[config.mk]
export PLATFORM = sky130hd
export DESIGN_NAME = operand_address_decoder
export DESIGN_NICKNAME = d
export VERILOG_FILES = /design/src/hdl/operand_decode_pkg.sv /design/src/hdl/operand_address_decoder.sv
export SDC_FILE = /design/constraint.sdc
export NUM_CORES = 1
export LEC_CHECK = 0
export BUFFER_PORTS_ARGS = -buffer_cell sky130_fd_sc_hd__clkbuf_2
export CORE_AREA = 4 4 94 96
export CTS_CLUSTER_SIZE = 28
export DETAILED_ROUTE_END_ITERATION = 7
export DIE_AREA = 0 0 98 100
export PLACE_DENSITY = 0.5
export SLEW_MARGIN = 0
export SYNTH_ARGS = -nofsm -noshare
export SYNTH_HDL_FRONTEND = slang
export SYNTH_SLANG_ARGS = --single-unit
[constraint.sdc]
create_clock -name clk -period 6.3 [get_ports clk]
set_input_delay 1.26 -clock clk [delete_from_list [all_inputs] [get_ports clk]]
set_output_delay 1.26 -clock clk [all_outputs]
set_load 0.005 [all_outputs]
[src/hdl/operand_decode_pkg.sv]
// operand addressing definitions for the 8-bit core decoder
// assumes a byte-wide fetch stream and a 16-bit data address space
package operand_decode_pkg;

    localparam int byte_w = 8;
    localparam int addr_w = 16;
    localparam logic [7:0] zero_byte = 8'h00;
    localparam logic [15:0] zero_addr = 16'h0000;

    typedef enum logic [2:0] {
        mode_immediate,
        mode_direct_short,
        mode_direct_long,
        mode_indexed_none,
        mode_indexed_short,
        mode_indexed_long
    } addr_mode_type;

    // instruction start as seen by the decoder
    typedef struct packed {
        addr_mode_type mode;
        logic use_second_index;
    } decode_request_type;

    // decoded operand handed to the execute stage
    typedef struct packed {
        logic is_value;
        logic [7:0] value;
        logic [15:0] address;
    } operand_result_type;

endpackage : operand_decode_pkg

[src/hdl/operand_address_decoder.sv]
// operand address decoder: collects operand bytes after an opcode and forms
// the immediate value or effective address
// assumes the fetch stream offers one byte per valid beat, same clock
`timescale 1ns/100ps
`default_nettype none

module operand_address_decoder
    import operand_decode_pkg::*;
(
    input wire logic clk,
    input wire logic reset,
    input wire logic start,
    input wire decode_request_type request,
    input wire logic [7:0] index_first,
    input wire logic [7:0] index_second,
    input wire logic fetch_valid,
    input wire logic [7:0] fetch_byte,
    output logic fetch_ready,
    output logic busy,
    output logic done,
    output operand_result_type result
);

    // ------------------------------------------------------------
    // state
    // ------------------------------------------------------------
    typedef enum logic [1:0] {st_idle, st_first, st_second} state_type;

    state_type state_q, state_d;
    addr_mode_type mode_q, mode_d;
    logic [7:0] index_q, index_d;
    logic [7:0] high_q, high_d;
    logic done_q, done_d;
    operand_result_type result_q, result_d;

    // bytes that follow the opcode for a given mode
    function automatic logic [1:0] operand_bytes(input addr_mode_type m);
        case (m)
            mode_immediate: operand_bytes = 2'h1;
            mode_direct_short: operand_bytes = 2'h1;
            mode_direct_long: operand_bytes = 2'h2;
            mode_indexed_none: operand_bytes = 2'h0;
            mode_indexed_short: operand_bytes = 2'h1;
            mode_indexed_long: operand_bytes = 2'h2;
            default: operand_bytes = 2'h0;
        endcase
    endfunction : operand_bytes

    assign fetch_ready = (state_q != st_idle);
    assign busy = (state_q != st_idle);
    assign done = done_q;
    assign result = result_q;

    // ------------------------------------------------------------
    // next-state logic
    // ------------------------------------------------------------
    always_comb
    begin
        logic [7:0] sel_index;
        sel_index = request.use_second_index ? index_second : index_first;
        state_d = state_q;
        mode_d = mode_q;
        index_d = index_q;
        high_d = high_q;
        done_d = 1'b0;
        result_d = result_q;
        case (state_q)
            st_idle:
            begin
                if (start)
                begin
                    mode_d = request.mode;
                    index_d = sel_index;
                    if (operand_bytes(request.mode) == 2'h0)
                    begin
                        // index alone, page zero only
                        result_d.is_value = 1'b0;
                        result_d.value = zero_byte;
                        result_d.address = {zero_byte, sel_index};
                        done_d = 1'b1;
                    end
                    else
                    begin
                        state_d = st_first;
                    end
                end
            end
            st_first:
            begin
                if (fetch_valid)
                begin
                    case (mode_q)
                        mode_immediate:
                        begin
                            // value used as is, no data access
                            result_d.is_value = 1'b1;
                            result_d.value = fetch_byte;
                            result_d.address = zero_addr;
                            done_d = 1'b1;
                            state_d = st_idle;
                        end
                        mode_direct_short:
                        begin
                            result_d.is_value = 1'b0;
                            result_d.value = zero_byte;
                            result_d.address = {zero_byte, fetch_byte};
                            done_d = 1'b1;
                            state_d = st_idle;
                        end
                        mode_indexed_short:
                        begin
                            // nine-bit sum: carry kept, never wraps
                            result_d.is_value = 1'b0;
                            result_d.value = zero_byte;
                            result_d.address = {zero_byte, index_q}
                                + {zero_byte, fetch_byte};
                            done_d = 1'b1;
                            state_d = st_idle;
                        end
                        default:
                        begin
                            high_d = fetch_byte;
                            state_d = st_second;
                        end
                    endcase
                end
            end
            st_second:
            begin
                if (fetch_valid)
                begin
                    result_d.is_value = 1'b0;
                    result_d.value = zero_byte;
                    if (mode_q == mode_indexed_long)
                    begin
                        // 16-bit wrap at top of space is inherent
                        result_d.address = {high_q, fetch_byte}
                            + {zero_byte, index_q};
                    end
                    else
                    begin
                        result_d.address = {high_q, fetch_byte};
                    end
                    done_d = 1'b1;
                    state_d = st_idle;
                end
            end
            default:
            begin
                state_d = st_idle;
            end
        endcase
    end

    always_ff @(posedge clk)
    begin
        if (reset)
        begin
            state_q <= st_idle;
            mode_q <= mode_immediate;
            index_q <= zero_byte;
            high_q <= zero_byte;
            done_q <= 1'b0;
            result_q <= '0;
        end
        else
        begin
            state_q <= state_d;
            mode_q <= mode_d;
            index_q <= index_d;
            high_q <= high_d;
            done_q <= done_d;
            result_q <= result_d;
        end
    end

    // ------------------------------------------------------------
    // checks
    // ------------------------------------------------------------
    property p_immediate_value;
        @(posedge clk) disable iff (reset)
        (state_q == st_first && fetch_valid && mode_q == mode_immediate)
            |=> (done && result.is_value && result.value == $past(fetch_byte));
    endproperty
    a_immediate_value: assert property (p_immediate_value)
        else $error("immediate value not taken from operand byte");

    property p_short_direct;
        @(posedge clk) disable iff (reset)
        (state_q == st_first && fetch_valid && mode_q == mode_direct_short)
            |=> (done && result.address == {8'h00, $past(fetch_byte)});
    endproperty
    a_short_direct: assert property (p_short_direct)
        else $error("short direct address wrong");

    property p_long_direct;
        @(posedge clk) disable iff (reset)
        (state_q == st_second && fetch_valid && mode_q == mode_direct_long)
            |=> (done && result.address == {$past(high_q), $past(fetch_byte)});
    endproperty
    a_long_direct: assert property (p_long_direct)
        else $error("long direct address wrong");

    property p_no_offset;
        @(posedge clk) disable iff (reset)
        (state_q == st_idle && start && request.mode == mode_indexed_none)
            |=> (done && state_q == st_idle
                && result.address == {8'h00, ($past(request.use_second_index)
                    ? $past(index_second) : $past(index_first))});
    endproperty
    a_no_offset: assert property (p_no_offset)
        else $error("indexed no-offset fetched or left page zero");

    property p_short_indexed;
        @(posedge clk) disable iff (reset)
        (state_q == st_first && fetch_valid && mode_q == mode_indexed_short)
            |=> (result.address == 16'($past(index_q)) + 16'($past(fetch_byte)));
    endproperty
    a_short_indexed: assert property (p_short_indexed)
        else $error("short indexed sum wrong");

    property p_long_indexed;
        @(posedge clk) disable iff (reset)
        (state_q == st_second && fetch_valid && mode_q == mode_indexed_long)
            |=> (result.address
                == 16'({$past(high_q), $past(fetch_byte)} + 16'($past(index_q))));
    endproperty
    a_long_indexed: assert property (p_long_indexed)
        else $error("long indexed sum wrong");

    property p_two_byte_count;
        @(posedge clk) disable iff (reset)
        (state_q == st_idle && start && request.mode == mode_direct_long)
            |=> (state_q == st_first && !done);
    endproperty
    a_two_byte_count: assert property (p_two_byte_count)
        else $error("long direct did not wait for operand bytes");

    property p_high_first;
        @(posedge clk) disable iff (reset)
        (state_q == st_first && fetch_valid && mode_q == mode_indexed_long)
            |=> (high_q == $past(fetch_byte) && state_q == st_second);
    endproperty
    a_high_first: assert property (p_high_first)
        else $error("first operand byte not kept as high half");

endmodule : operand_address_decoder

`default_nettype wire

==> run_results.csv <==
group,metric,value,unit
setup_path,r2r_cells,9,
cts,clockBufferDepth,2,
grt,grt_overflow,0,
setup_path,path_cells,"clkbuf_2 > ha_1 > inv_1 > fa_1 > nand2b_1 > a21oi_2 > nor4b_4 > o311a_1 > a31oi_1 > o41ai_1",
placement,port_buffers,59,
cts,cts_resized,0,
drt,drt-met1-wl,3390,um
setup_path,worst_ep_required_time,6.48,ns
worst_hold_path,worstHoldPathCells,2,
die,fp.dieArea,0.00980,mm^2
drt,ant_nets,0,
drt,viasPerCell,5.08,
setup_path,cpMaxStageDelayCell,"fa_1",
drt,drc,0,
setup_path,path_buf_inv,2,
setup_path,crit_type,"input port to flop",
setup_path,crit_fanout,5,
synth,yosys_warnings,0,
cells_and_area,fin_util,0.392,
cts,htreeDepth,2,
die,num_io_pins,60,
setup_path,slowest_delay,0.39,ns
drt,dr.pass1.iters,4,
cts,clock_sinks,47,
synth,synth-seq-area-share,0.347,
power_and_ir_drop,total_power,721,uW
grt,grt_max_degree,47,
cells_and_area,drive_gt1_frac,0.274,
grt,antenna_found_initial,0,
synth,syn_inst,306,
placement,place_congestion,0.924,
placement,dp_hpwl,5190,um
synth,ys_types,50,
setup_path,cpLargestDelayFamily,"compound AO/OA/AOI/OAI gates",
placement,place_ws,3.08,ns
run_status,status,"completed",
cells_and_area,nFillCells,862,
job,drv_cap,0,
sta,rsz0062_at_grt,"false",
die,initial_core_util,0.337,
cells_and_area,seqCellArea,941,um^2
sta,fin_tns_setup,0,ns
die,die-width,98,um
die,num_rows,33,
cells_and_area,fin_nets,403,
setup_path,cp-start-kind,"input port",
cells_and_area,diodes,0,
sta,fmax,345,MHz
drt,routedWlPerCell,15.0,um
cts,cts_setup_buffers,0,
sta,layout_setup_ws,3.40,ns
drt,dr_wl_met3,317,um
power_and_ir_drop,power_density,229,mW/mm^2
cts,clk_pin_slew,0.09,ns
cts,cts_tree,"yes",
cells_and_area,multiInputGateArea,0.00163,mm^2
worst_hold_path,hold_start,"result[14]$_SDFFE_PP0P_",
drt,wirelength,6940,um
synth,synth_area_per_cell,8.87,um^2
die,coreArea,0.00805,mm^2
power_and_ir_drop,leakage,1.26,nW
synth,synthesis.nets,351,
grt,grt_pass1_wl,11600,um
sta,max-slew-margin-rel,0.510,
sta,finalHoldViolCount,0,
drt,vias,2351,
sta,final-setup-viol-count,0,
worst_hold_path,hp-class,"flop to flop",
sta,tightest_slew,0.734,ns
drt,dr_wl_met2,3130,um
sta,period_minus_slack,2.90,ns
setup_path,r2r_end,"result[8]$_SDFFE_PP0P_",
grt,grt_pass1_vias,2300,
synth,synth_seq_cells,47,
cts,cts-buffers-inserted,5,
setup_path,r2r-start,"index_q[0]$_SDFFE_PP0P_",
power_and_ir_drop,irDropWorstVdd,93.8,uV
synth,ys.flop_type,"dfxtp_1",
sta,period_share,0.461,
grt,grt_usage,0.146,
cells_and_area,syn2layout_area_growth,16.1,%
synth,synth_area,0.00272,mm^2
sta,drv_slew,0,
drt,first_iter_violations,97,
synth,synth_edf_count,0,
worst_hold_path,min_to,"result[14]$_SDFFE_PP0P_",
synth,synthArstFlopShare,0,
sta,skew,0.00870,ns
setup_path,end_kind,"flop",
cts,clock_latency,0.30,ns
setup_path,worstPathArrival,3.08,ns
cts,cts_hold_buf,0,
drt,top_layer_used,"met4",
setup_path,r2r_setup_slack,4.14,ns
cts,root_buffer,"clkbuf_8",
die,chipHeight,100,um
==> through the flow <==
stage / std cells / hold WS [ns] / area (um^2)
floorplan: 306 / 0.442 / 2720
CTS: 463 / 0.455 / 3150
global route: 463 / 0.465 / 3150
global placement: 456 / 0.434 / 3050
detailed placement: 456 / 0.442 / 3050
finish: 463 / 0.450 / 3150
==> routing by layer <==
metal,global-route usage,vias to the layer above
li1,-,1194
met4,0.0394,0
met3,0.0292,8
met2,0.239,61
met5,0,-
met1,0.198,1088
==> report_power, final <==
| part | switching (mW) | internal [mW] |
|---|---|---|
| logic | 0.105 | 0.0698 |
| registers | 0.0120 | 0.313 |
| clock network | 0.105 | 0.117 |
==> cells in the mapped netlist (all sizes together) (6+ instances only) <==
master  instances  area [um^2]
o21ai          12         60.1
mux2i           9         90.1
xnor2          13          114
nand3b          6         57.6
a211oi         12         90.1
dfxtp          47          941
nand3          12         60.1
a21oi          30          158
a221oi          7         61.3
a22oi           7         87.6
nand2          36          135
nor2           33          149
ha             12          150
buf            11         87.6
inv            10         37.5
==> layout make-up <==
type                       count  share of cell area
inverter                      10              0.0119
tap                          105              0.0417
sequential                    47               0.298
clock inverter                 1             0.00952
multi-input combinational    233               0.517
timing repair buffer          61              0.0984
clock buffer                   6              0.0230
==> worst reg2reg max path: stages, from the launching register on <==
cell and delay [ns]:
dfxtp_1 0.36, ha_1 0.18, inv_1 0.05, fa_1 0.39
nand2b_1 0.19, a21oi_2 0.21, nor4b_4 0.09, o311a_1 0.34
a31oi_1 0.16, o41ai_1 0.08
==> cells by family after synthesis <==
kind of cell,after synthesis,share of synthesized area
buffers and inverters,26,0.0530
adder cells (fa/ha/maj),13,0.0627
AO/OA/AOI/OAI,88,0.245
XOR/XNOR,13,0.0419
flip-flops,47,0.347
multiplexers,9,0.0332
AND/OR/NAND/NOR,110,0.218
==> worst max path at each step <==
stage / slack, ns / to / cells after the start / startpoint
after detailed placement: 3.08 / result[10]$_SDFFE_PP0P_ / 10 / fetch_byte[0]
after floorplan: 3.39 / result[8]$_SDFFE_PP0P_ / 9 / fetch_byte[0]
after global placement: 3.14 / result[8]$_SDFFE_PP0P_ / 10 / fetch_byte[0]
final: 3.40 / result[8]$_SDFFE_PP0P_ / 10 / fetch_byte[0]
after CTS: 3.40 / result[8]$_SDFFE_PP0P_ / 10 / fetch_byte[0]
after global routing: 3.27 / result[10]$_SDFFE_PP0P_ / 10 / fetch_byte[0]
==> placed cells by master, fill, tap and decap left out, drive strengths merged, types with 4 or more instances in the layout <==
cell type | synthesis | routed
nand3b | 6 | 6
nand2b | 4 | 4
a21oi | 30 | 30
nor2 | 33 | 33
clkbuf | 5 | 65
ha | 12 | 12
dfxtp | 47 | 47
a221oi | 7 | 7
o41ai | 5 | 5
mux2i | 9 | 9
and2 | 4 | 4
a22oi | 7 | 7
nand3 | 12 | 12
inv | 10 | 10
o21ai | 12 | 12
nor3 | 4 | 4
nand2 | 36 | 36
xnor2 | 13 | 13
a211oi | 12 | 12
==> registers in the layout, summed over array words and instances (netlist names) <==
| register | count |
|---|---|
| done | 1 |
| result | 25 |
| index_q | 8 |
| mode_q | 3 |
| state_q | 2 |
| high_q | 8 |
(Power assumes the default switching activity.)
